## src/design/cpdi_pkg.sv

```systemverilog
/*
 * Constants for the code-protect and device information block: word widths,
 * program-space addresses of the identification and factory areas, field
 * positions and fixed values.
 * Assumes a 14-bit program word and a 16-bit program address.
 */
package cpdi_pkg;

   localparam int                WORD_W            = 14;
   localparam int                ADDR_W            = 16;
   typedef logic [WORD_W-1:0]    cpdi_word_t;
   typedef logic [ADDR_W-1:0]    cpdi_addr_t;

   // User ID words
   localparam cpdi_addr_t        USER_ID_FIRST     = 16'h8000;
   localparam cpdi_addr_t        USER_ID_LAST      = 16'h8003;
   localparam int                USER_ID_CNT       = 4;
   localparam int                USER_ID_IDX_W     = 2;

   // Identification words
   localparam cpdi_addr_t        REV_ID_ADDR       = 16'h8005;
   localparam cpdi_addr_t        DEV_ID_ADDR       = 16'h8006;
   localparam logic [1:0]        REV_FIXED_BITS    = 2'h2;
   localparam int                REV_FIXED_LSB     = 12;
   localparam int                MAJOR_LSB         = 6;
   localparam int                REV_FIELD_W       = 6;

   // Factory information area
   localparam cpdi_addr_t        INFO_FIRST        = 16'h8100;
   localparam cpdi_addr_t        INFO_LAST         = 16'h811F;
   localparam int                INFO_WORDS        = 32;
   localparam int                INFO_IDX_W        = 5;
   localparam logic [4:0]        UNIQUE_LAST_IDX   = 5'h08;
   localparam logic [4:0]        UNIQUE_RSVD_IDX   = 5'h09;
   localparam logic [4:0]        CUST_FIRST_IDX    = 5'h0A;
   localparam logic [4:0]        CUST_LAST_IDX     = 5'h11;
   localparam logic [4:0]        TEMP_LOW_IDX      = 5'h13;
   localparam logic [4:0]        TEMP_HIGH_IDX     = 5'h16;
   localparam logic [4:0]        ADC_REF1_IDX      = 5'h18;
   localparam logic [4:0]        ADC_REF2_IDX      = 5'h19;
   localparam logic [4:0]        ADC_REF4_IDX      = 5'h1A;
   localparam logic [4:0]        CMP_REF1_IDX      = 5'h1B;
   localparam logic [4:0]        CMP_REF2_IDX      = 5'h1C;
   localparam logic [4:0]        CMP_REF4_IDX      = 5'h1D;

   // Values for unprogrammed and absent words
   localparam cpdi_word_t        ERASED_WORD       = 14'h3FFF;
   localparam cpdi_word_t        PROTECTED_WORD    = 14'h0000;
   localparam cpdi_word_t        UNASSIGNED_WORD   = 14'h3FFF;
   localparam cpdi_word_t        CP_UNUSED_ONES    = 14'h3FFE;
   localparam int                CP_BIT            = 0;

   // Region selection for self-writes
   typedef enum logic [1:0] {
      CPDI_REG_APP,
      CPDI_REG_STORE,
      CPDI_REG_BOOT,
      CPDI_REG_CFG
   } cpdi_region_e;

endpackage

```

## src/design/cpdi_user_id.sv

```systemverilog
/*
 * Four user identification words, writable by the application and by an
 * external tool, erased to all ones by a bulk erase.
 * Assumes callers have already applied protection gating.
 */
`timescale 1ns/10ps
module cpdi_user_id (
   input  wire logic                                   i_ref_clk,
   input  wire logic                                   i_rst_n,
   input  wire logic                                   i_wr,
   input  wire logic                                   i_bulk_erase,
   input  wire logic [cpdi_pkg::USER_ID_IDX_W-1:0]     i_idx,
   input  wire cpdi_pkg::cpdi_word_t                   i_wdata,
   output            cpdi_pkg::cpdi_word_t             o_rdata
);
   import cpdi_pkg::*;

   cpdi_word_t    words_q [USER_ID_CNT];

   // Bulk erase wins over a simultaneous write
   always_ff @(posedge i_ref_clk or negedge i_rst_n) begin
      if (!i_rst_n) begin
         for (int k = 0; k < USER_ID_CNT; k++) words_q[k] <= ERASED_WORD;
      end else if (i_bulk_erase) begin
         for (int k = 0; k < USER_ID_CNT; k++) words_q[k] <= ERASED_WORD;
      end else if (i_wr) begin
         words_q[i_idx] <= i_wdata;
      end
   end

   assign o_rdata = words_q[i_idx];

endmodule

```

## src/design/cpdi_info_rom.sv

```systemverilog
/*
 * Factory information area: 32 read-only words fixed at manufacture.
 * Contents arrive as parameters standing in for factory programming; there
 * is no write path, so no erase or write can reach them.
 */
`timescale 1ns/10ps
module cpdi_info_rom #(
   parameter logic [cpdi_pkg::INFO_WORDS*cpdi_pkg::WORD_W-1:0] INFO_IMAGE =
      {cpdi_pkg::INFO_WORDS{cpdi_pkg::UNASSIGNED_WORD}},
   parameter bit                                       LOW_VOLT = 1'b0
) (
   input  wire logic [cpdi_pkg::INFO_IDX_W-1:0]        i_idx,
   output            cpdi_pkg::cpdi_word_t             o_rdata
);
   import cpdi_pkg::*;

   wire  cpdi_word_t    raw_word;
   wire                 is_unassigned;
   wire                 is_absent;

   assign raw_word = INFO_IMAGE[i_idx*WORD_W +: WORD_W];

   // Reserved and unassigned words give a fixed value
   assign is_unassigned = (i_idx == UNIQUE_RSVD_IDX) ||
                          ((i_idx > CUST_LAST_IDX) && (i_idx < ADC_REF1_IDX) &&
                           (i_idx != TEMP_LOW_IDX) && (i_idx != TEMP_HIGH_IDX)) ||
                          (i_idx > CMP_REF4_IDX);

   // Gain-4 references are not measured on low-voltage parts
   assign is_absent = LOW_VOLT && ((i_idx == ADC_REF4_IDX) || (i_idx == CMP_REF4_IDX));

   assign o_rdata = (is_unassigned || is_absent) ? UNASSIGNED_WORD : raw_word;

endmodule

```

## src/design/cpdi_top.sv

```systemverilog
/*
 * Code-protect gate and device information block. Two ports reach the
 * identification space: an external programming tool and the internal
 * memory-control path of the CPU. Program memory itself sits outside;
 * this block gates its external access and its self-writes.
 * Assumes one-cycle request strobes synchronous to i_ref_clk.
 */
// Summary of operation
// Protection bit zero enables program protection
// Protection word bits 13..1 read one
// Protected: external writes blocked, reads zero
// CPU reads always allowed; writes region-gated
// Four region locks gate self-writes
// User ID words 8000h-8003h read/write
// Device ID at 8006h, read-only
// Revision ID at 8005h, read-only
// IDs and config readable by both ports; no config words are decoded here, other ID-space reads give 3FFFh
// Revision bits 13..12 read binary 10
// Revision major 11..6, minor 5..0
// Factory area 8100h-811Fh read-only
// Unique serial 8100h-8108h, 8109h reserved
// Unique serial survives every erase
// Customer serial 810Ah-8111h survives bulk erase
// Temperature calibration at 8113h and 8116h
// Reference millivolts at 8118h-811Dh
// Low-voltage parts lack gain-4 references
// Writes to read-only words ignored
// Reserved factory words read constant
`timescale 1ns/10ps
module cpdi_top #(
   parameter cpdi_pkg::cpdi_word_t                     PART_CODE  = 14'h1234, // arbitrary
   parameter logic [cpdi_pkg::REV_FIELD_W-1:0]         MAJOR_REV  = 6'h01,
   parameter logic [cpdi_pkg::REV_FIELD_W-1:0]         MINOR_REV  = 6'h00,
   parameter bit                                       LOW_VOLT   = 1'b0,
   parameter logic [cpdi_pkg::INFO_WORDS*cpdi_pkg::WORD_W-1:0] INFO_IMAGE =
      {cpdi_pkg::INFO_WORDS{cpdi_pkg::UNASSIGNED_WORD}}
) (
   input  wire logic                                   i_ref_clk,
   input  wire logic                                   i_rst_n,
   // Configuration bits, stored elsewhere in configuration memory, and the bulk erase request
   input  wire logic                                   i_read_protect_n,
   input  wire logic                                   i_app_region_write_lock_n,
   input  wire logic                                   i_storage_region_write_lock_n,
   input  wire logic                                   i_boot_region_write_lock_n,
   input  wire logic                                   i_config_region_write_lock_n,
   input  wire logic                                   i_bulk_erase,
   // External tool port
   input  wire logic                                   i_ext_rd,
   input  wire logic                                   i_ext_wr,
   input  wire cpdi_pkg::cpdi_addr_t                   i_ext_addr,
   input  wire cpdi_pkg::cpdi_word_t                   i_ext_wdata,
   input  wire cpdi_pkg::cpdi_word_t                   i_ext_mem_rdata,
   output logic                                        o_ext_rvalid,
   output            cpdi_pkg::cpdi_word_t             o_ext_rdata,
   output logic                                        o_ext_mem_wr,
   // CPU memory-control port
   input  wire logic                                   i_cpu_rd,
   input  wire logic                                   i_cpu_wr,
   input  wire cpdi_pkg::cpdi_addr_t                   i_cpu_addr,
   input  wire cpdi_pkg::cpdi_word_t                   i_cpu_wdata,
   input  wire cpdi_pkg::cpdi_region_e                 i_cpu_region,
   input  wire cpdi_pkg::cpdi_word_t                   i_cpu_mem_rdata,
   output logic                                        o_cpu_rvalid,
   output            cpdi_pkg::cpdi_word_t             o_cpu_rdata,
   output logic                                        o_cpu_mem_wr,
   output logic                                        o_cpu_wr_blocked,
   // Program memory write data, shared by both writers, and the protection word view
   output            cpdi_pkg::cpdi_word_t             o_mem_wdata,
   output            cpdi_pkg::cpdi_word_t             o_cp_word
);
   import cpdi_pkg::*;

   // Address classes used by both ports
   function automatic logic is_user_id(input cpdi_addr_t a);
      return (a >= USER_ID_FIRST) && (a <= USER_ID_LAST);
   endfunction

   function automatic logic is_info(input cpdi_addr_t a);
      return (a >= INFO_FIRST) && (a <= INFO_LAST);
   endfunction

   function automatic logic is_ident_space(input cpdi_addr_t a);
      return a[ADDR_W-1];
   endfunction

   wire                 protect_on;
   wire  cpdi_word_t    cp_word_val;
   wire  cpdi_word_t    rev_word;
   wire  cpdi_word_t    dev_word;
   wire                 cpu_region_unlocked;
   wire                 ext_wr_ok;
   wire                 cpu_mem_wr_ok;
   wire                 ext_uid_wr;
   wire                 cpu_uid_wr;
   wire                 uid_wr;
   wire  cpdi_addr_t    sel_addr;
   wire  cpdi_word_t    uid_wdata;
   wire  cpdi_word_t    uid_rdata;
   wire  cpdi_word_t    info_rdata;
   wire  cpdi_word_t    ext_space_word;
   wire  cpdi_word_t    cpu_space_word;
   wire  cpdi_word_t    ident_word;
   wire                 ext_mem_wr_req;
   wire                 cpu_mem_wr_req;

   logic                ext_rvalid_q;
   logic                ext_rvalid_d;
   cpdi_word_t          ext_rdata_q;
   cpdi_word_t          ext_rdata_d;
   logic                cpu_rvalid_q;
   cpdi_word_t          cpu_rdata_q;
   cpdi_word_t          cpu_rdata_d;
   logic                ext_mem_wr_q;
   logic                cpu_mem_wr_q;
   logic                cpu_wr_blocked_q;
   cpdi_word_t          mem_wdata_q;
   cpdi_word_t          mem_wdata_d;
   cpdi_word_t          cp_word_q;

   // Protection word: only bit 0 is real, the rest read as ones
   assign protect_on  = ~i_read_protect_n;
   assign cp_word_val = CP_UNUSED_ONES | {{(WORD_W-1){1'b0}}, i_read_protect_n};

   // Identification words are constants; nothing can write them
   assign rev_word = {REV_FIXED_BITS, MAJOR_REV, MINOR_REV};
   assign dev_word = PART_CODE;

   // Region lock for CPU self-writes; active-low locks
   assign cpu_region_unlocked =
      (i_cpu_region == CPDI_REG_APP)   ? i_app_region_write_lock_n     :
      (i_cpu_region == CPDI_REG_STORE) ? i_storage_region_write_lock_n :
      (i_cpu_region == CPDI_REG_BOOT)  ? i_boot_region_write_lock_n    :
                                         i_config_region_write_lock_n;

   // External writes die while protected
   assign ext_wr_ok     = i_ext_wr && !protect_on;
   assign cpu_mem_wr_ok = cpu_region_unlocked;

   // Writes to ID space land only in user ID words
   // A CPU access owns the shared index, so an ext write then is dropped
   assign ext_uid_wr = ext_wr_ok && is_user_id(i_ext_addr) && !(i_cpu_rd || i_cpu_wr);
   assign cpu_uid_wr = i_cpu_wr && is_user_id(i_cpu_addr);
   assign uid_wr     = ext_uid_wr || cpu_uid_wr;

   // CPU takes the shared word port when both ask in one cycle
   assign sel_addr  = (i_cpu_rd || i_cpu_wr) ? i_cpu_addr : i_ext_addr;
   assign uid_wdata = cpu_uid_wr ? i_cpu_wdata : i_ext_wdata;

   // Program memory write requests: ID space never reaches the array
   assign ext_mem_wr_req = ext_wr_ok && !is_ident_space(i_ext_addr);
   assign cpu_mem_wr_req = i_cpu_wr && !is_ident_space(i_cpu_addr) && cpu_mem_wr_ok;

   cpdi_user_id u_user_id (
      .i_ref_clk    (i_ref_clk),
      .i_rst_n      (i_rst_n),
      .i_wr         (uid_wr),
      .i_bulk_erase (i_bulk_erase),
      .i_idx        (sel_addr[USER_ID_IDX_W-1:0]),
      .i_wdata      (uid_wdata),
      .o_rdata      (uid_rdata)
   );

   // No erase or write reaches the factory words
   cpdi_info_rom #(
      .INFO_IMAGE   (INFO_IMAGE),
      .LOW_VOLT     (LOW_VOLT)
   ) u_info_rom (
      .i_idx        (sel_addr[INFO_IDX_W-1:0]),
      .o_rdata      (info_rdata)
   );

   // Identification space decode for the selected address
   assign ident_word = is_user_id(sel_addr)  ? uid_rdata  :
                       (sel_addr == REV_ID_ADDR) ? rev_word   :
                       (sel_addr == DEV_ID_ADDR) ? dev_word   :
                       is_info(sel_addr)     ? info_rdata :
                                               UNASSIGNED_WORD;

   // Port views: ID space from here, user space from the array
   assign ext_space_word = is_ident_space(i_ext_addr) ? ident_word : i_ext_mem_rdata;
   assign cpu_space_word = is_ident_space(i_cpu_addr) ? ident_word : i_cpu_mem_rdata;

   // External read: protected program memory returns zeros
   assign ext_rvalid_d = i_ext_rd && !(i_cpu_rd || i_cpu_wr);
   assign ext_rdata_d  = (protect_on && !is_ident_space(i_ext_addr)) ?
                         PROTECTED_WORD : ext_space_word;
   assign cpu_rdata_d  = cpu_space_word;
   assign mem_wdata_d  = cpu_mem_wr_req ? i_cpu_wdata : i_ext_wdata;

   // External answer registers; valid drops and data is held while idle
   always_ff @(posedge i_ref_clk or negedge i_rst_n) begin
      if (!i_rst_n) begin
         ext_rvalid_q <= 1'b0;
         ext_rdata_q  <= PROTECTED_WORD;
      end else begin
         ext_rvalid_q <= ext_rvalid_d;
         if (ext_rvalid_d) ext_rdata_q <= ext_rdata_d;
      end
   end

   // CPU answer registers
   always_ff @(posedge i_ref_clk or negedge i_rst_n) begin
      if (!i_rst_n) begin
         cpu_rvalid_q <= 1'b0;
         cpu_rdata_q  <= PROTECTED_WORD;
      end else begin
         cpu_rvalid_q <= i_cpu_rd;
         if (i_cpu_rd) cpu_rdata_q <= cpu_rdata_d;
      end
   end

   // Write strobes toward the program array, one cycle each
   always_ff @(posedge i_ref_clk or negedge i_rst_n) begin
      if (!i_rst_n) begin
         ext_mem_wr_q     <= 1'b0;
         cpu_mem_wr_q     <= 1'b0;
         cpu_wr_blocked_q <= 1'b0;
         mem_wdata_q      <= ERASED_WORD;
      end else begin
         ext_mem_wr_q     <= ext_mem_wr_req && !cpu_mem_wr_req;
         cpu_mem_wr_q     <= cpu_mem_wr_req;
         cpu_wr_blocked_q <= i_cpu_wr && !is_ident_space(i_cpu_addr) && !cpu_mem_wr_ok;
         mem_wdata_q      <= mem_wdata_d;
      end
   end

   // Protection word view, registered for a clean output
   always_ff @(posedge i_ref_clk or negedge i_rst_n) begin
      if (!i_rst_n) cp_word_q <= ERASED_WORD;
      else          cp_word_q <= cp_word_val;
   end

   assign o_ext_rvalid     = ext_rvalid_q;
   assign o_ext_rdata      = ext_rdata_q;
   assign o_ext_mem_wr     = ext_mem_wr_q;
   assign o_cpu_rvalid     = cpu_rvalid_q;
   assign o_cpu_rdata      = cpu_rdata_q;
   assign o_cpu_mem_wr     = cpu_mem_wr_q;
   assign o_cpu_wr_blocked = cpu_wr_blocked_q;
   assign o_mem_wdata      = mem_wdata_q;
   assign o_cp_word        = cp_word_q;

endmodule

```

## config.mk

```make
export PLATFORM = sky130hd
export DESIGN_NAME = cpdi_top
export DESIGN_NICKNAME = d
export VERILOG_FILES = /design/src/design/cpdi_pkg.sv /design/src/design/cpdi_user_id.sv /design/src/design/cpdi_info_rom.sv /design/src/design/cpdi_top.sv
export SDC_FILE = /design/constraint.sdc
export NUM_CORES = 1
export LEC_CHECK = 0
export BUFFER_PORTS_ARGS = -buffer_cell sky130_fd_sc_hd__buf_2
export CAP_MARGIN = 20
export CORE_MARGIN = 1.5
export CORE_UTILIZATION = 50
export CTS_BUF_LIST = sky130_fd_sc_hd__clkbuf_4 sky130_fd_sc_hd__clkbuf_8 sky130_fd_sc_hd__clkbuf_16
export CTS_CLUSTER_SIZE = 14
export DETAILED_ROUTE_END_ITERATION = 8
export PLACE_DENSITY = 0.77
export SLEW_MARGIN = 20
export SYNTH_ARGS = -nofsm -noshare
export SYNTH_HDL_FRONTEND = slang
export SYNTH_HIERARCHICAL = 1
export SYNTH_SLANG_ARGS = --single-unit
```

## constraint.sdc

```tcl
create_clock -name i_ref_clk -period 2.9 [get_ports i_ref_clk]
set_input_delay 0.58 -clock i_ref_clk [delete_from_list [all_inputs] [get_ports i_ref_clk]]
set_output_delay 0.58 -clock i_ref_clk [all_outputs]
set_load 0.01 [all_outputs]
```

==> results.md <==
- The worst-case clock skew is 0.0103 ns.
- For the worst setup path, the data required time is approximately 3.2 ns.
- Clock tree synthesis found a total of roughly 100 sinks.
- The critical path start-end classification is in2reg.
- Max-cap violations in this run came to 0.
- Dividing total power by cell area gives a power density of a little under 500 nW/um2.
- The total instance count after detailed placement is 800.
- The final weighted congestion of routability-driven global placement is roughly 0.85.
- The CTS buffer count is 9.
- The post-route cell area is about 6800 um2.
- The number of endpoints with negative hold slack in the final report is 0.
- Global routing finished with a remaining overflow of 0.
- The cell area after placement is between 6000 and 7000 um2.
- Setup violations remaining at the end of the flow were counted as 0.
- The die covers about 12000 um2.
- The post-synthesis cell area is approximately 5800 um2.
- The average detailed-routed wire length per instance is between 15 and 20 um.
- The count of cells resized by post-cts repair is 0.
- Measured along the y axis, the die boundary spans roughly 110 um.
- On the worst path, the slowest cell contributes a delay of 0.55 ns.
- In this run the static leakage power is between 0.002 and 0.003 uW.
- The clock root buffer master is clkbuf_16.
- After detailed routing, the number of remaining DRC violations is 0.
- The min-delay analysis places its worst path in the category in2async.
- In this run, the number of DRC markers left after iteration 0 of detailed routing was 465.
- The repair_antennas step left the layout with diodes totalling 0.
- Compared with the post-synthesis result, the final layout area differs by 17.9%.
- Row generation in the floorplan step produced 39 rows.
- The post-route non-filler standard cell count is ~820.
- Across every metal layer, demand over resource in global routing totals about 26%.
- The first-pass iteration count of the detailed router is 4.
- The transition time at the pin with the least slew margin is 0.985 ns.
- The wire length of the first global-routing pass is approximately 25 mm.
- The H-tree was split into 3 levels.
- Setup repair after global routing left no endpoint under its margin.
- In this run the tightest slew margin relative to its limit is 34.3%.
- The final cycle utilization of the critical path is between 80% and 90%.
- Leaving out fill and tap cells, the most frequent cell in the layout is buf_2.
- Walking the worst path, the cells encountered are buf_2 > or4_1 > nor3_2 > nand4_4 > buf_4 > mux2_1 > and2_1 > a221o_1.
- The number of global-route vias before repair is around 5000.
- The maximum clock rate is roughly 410 MHz.
- The largest buffer count on any clock path is 2.
- The number of hold buffers added after CTS was 0.
- The critical path's slowest cell is or4_1.
- Along the worst path, the maximum fanout reaches 14.
- The worst setup path is captured at a flip-flop.
- The HPWL after detailed placement is around 11 mm.
- The average vias per placed instance is 6.07.
- The final setup TNS is 0 ns.
- The flow ran to the end, and the final reports show no timing, DRC or antenna violations.
- The post-route netlist has 42.5% of its cells at a drive strength greater than 1.
- The library cells used most frequently in the layout, excluding fill and tap cells, are 148 x buf_2, 77 x nand2_1, 71 x dfstp_2.
- TritonCTS built the clock tree.
- The width of the die is 111 um.
- The worst path needs roughly 2.4 ns of the cycle, external delays included.
- Entering global routing, the biggest net connects 61 pins.
- The nature of the critical path startpoint is an input port.
- After clock tree synthesis, the clock-pin slew on the worst setup and hold paths is roughly 0.07 ns.
- The boundary pin count is 163.
- The final count of pins violating max slew came to 0.
- Once the floorplan was initialized, standard cells occupied around 50% of the core.
- In this run the mean area of a mapped cell was between 10 and 15 um2.
- Power comes to 3350 uW.
- The number of antenna violations at the first check in global routing is 0.
- STA puts the critical path data arrival time at approximately 2.7 ns.
- The worst-case IR drop observed on VDD is about 0.29 mV.
- The remaining antenna violation count is 0.
- Clock latency on the worst-skew pair, taken at its later pin, is around 0.35 ns.
- Post-CTS timing repair inserted 0 buffers for setup.
- In the synthesized netlist, the number of instances is 539.
- The final layout contains between 700 and 800 nets.
- The count of yosys warnings during synthesis is 6.
- The number of buffers and inverters on the critical path is 2.
- The count of buffers added on input and output ports is roughly 150.
- The cell type group with the largest total delay on the critical path is simple AND/OR/NAND/NOR gates.
- Fill cells in the final layout number 969.
- The detailed router placed a little under 5000 vias in this run.
- The placeable core region is between 10000 and 15000 um2.
- The post-detailed-routing wire length is between 15 and 20 mm.
-- final timing paths --
path | start | to | slack (ns) | cells past startpoint
max | i_cpu_addr[12] | u_user_id/words_q[8] | 0.48 | 8
min | i_rst_n | o_cpu_rdata[6] | 0.31 | 1
max reg2reg | u_user_id/words_q[6] | o_cpu_rdata[6] | 1.42 | 5
min reg2reg | o_cpu_rdata[6] | o_cpu_rdata[6] | 0.55 | 2
max in group asynchronous | i_rst_n | u_user_id/words_q[46] | 1.81 | 2
min in group i_ref_clk | i_cpu_wdata[6] | o_mem_wdata[6] | 0.42 | 3
-- per-layer routing --
layer | vias up | wire length, um | GRT usage (%)
li1 | 2239 | - | -
met1 | 2470 | 6450 | 34.1
met2 | 219 | 7690 | 42.7
met3 | 26 | 1070 | 4.77
met4 | 0 | 313 | 9.74
met5 | - | 0 | 0
-- report_power, final --
part / internal [uW] / switching (uW) / total, uW
sequential: 1540 / 30.9 / 1570
combinational: 225 / 324 / 549
clock: 683 / 554 / 1240
-- through the flow --
stage / utilization, % / hold slack (ns) / setup WS (ns)
after floorplan: - / 0.284 / 0.0567
after global placement: 57.4 / 0.525 / 0.169
after detailed placement: 57.4 / 0.545 / 0.125
after CTS: 60.0 / 0.334 / 0.486
after global routing: 60.0 / 0.377 / 0.381
final: 60.0 / 0.314 / 0.480
-- state kept, by name, indices dropped and copies added, names as in the netlist --
name / cells
o_cp_word: 1
o_cpu_mem_wr: 1
o_cpu_rdata: 14
o_cpu_rvalid: 1
o_cpu_wr_blocked: 1
o_ext_mem_wr: 1
o_ext_rdata: 14
o_ext_rvalid: 1
o_mem_wdata: 14
u_user_id/words_q: 56
-- cell type report --
class | instances | area [um2] | share of cell area (%)
well taps | 143 | 179 | 2.62
clock buffers | 10 | 233 | 3.41
repair buffers | 168 | 916 | 13.4
multi-input cells | 382 | 2730 | 40.0
clock inverters | 6 | 65.1 | 0.954
flip-flops and latches | 104 | 2690 | 39.5
inverters | 3 | 11.3 | 0.165
(Power assumes the default switching activity.)
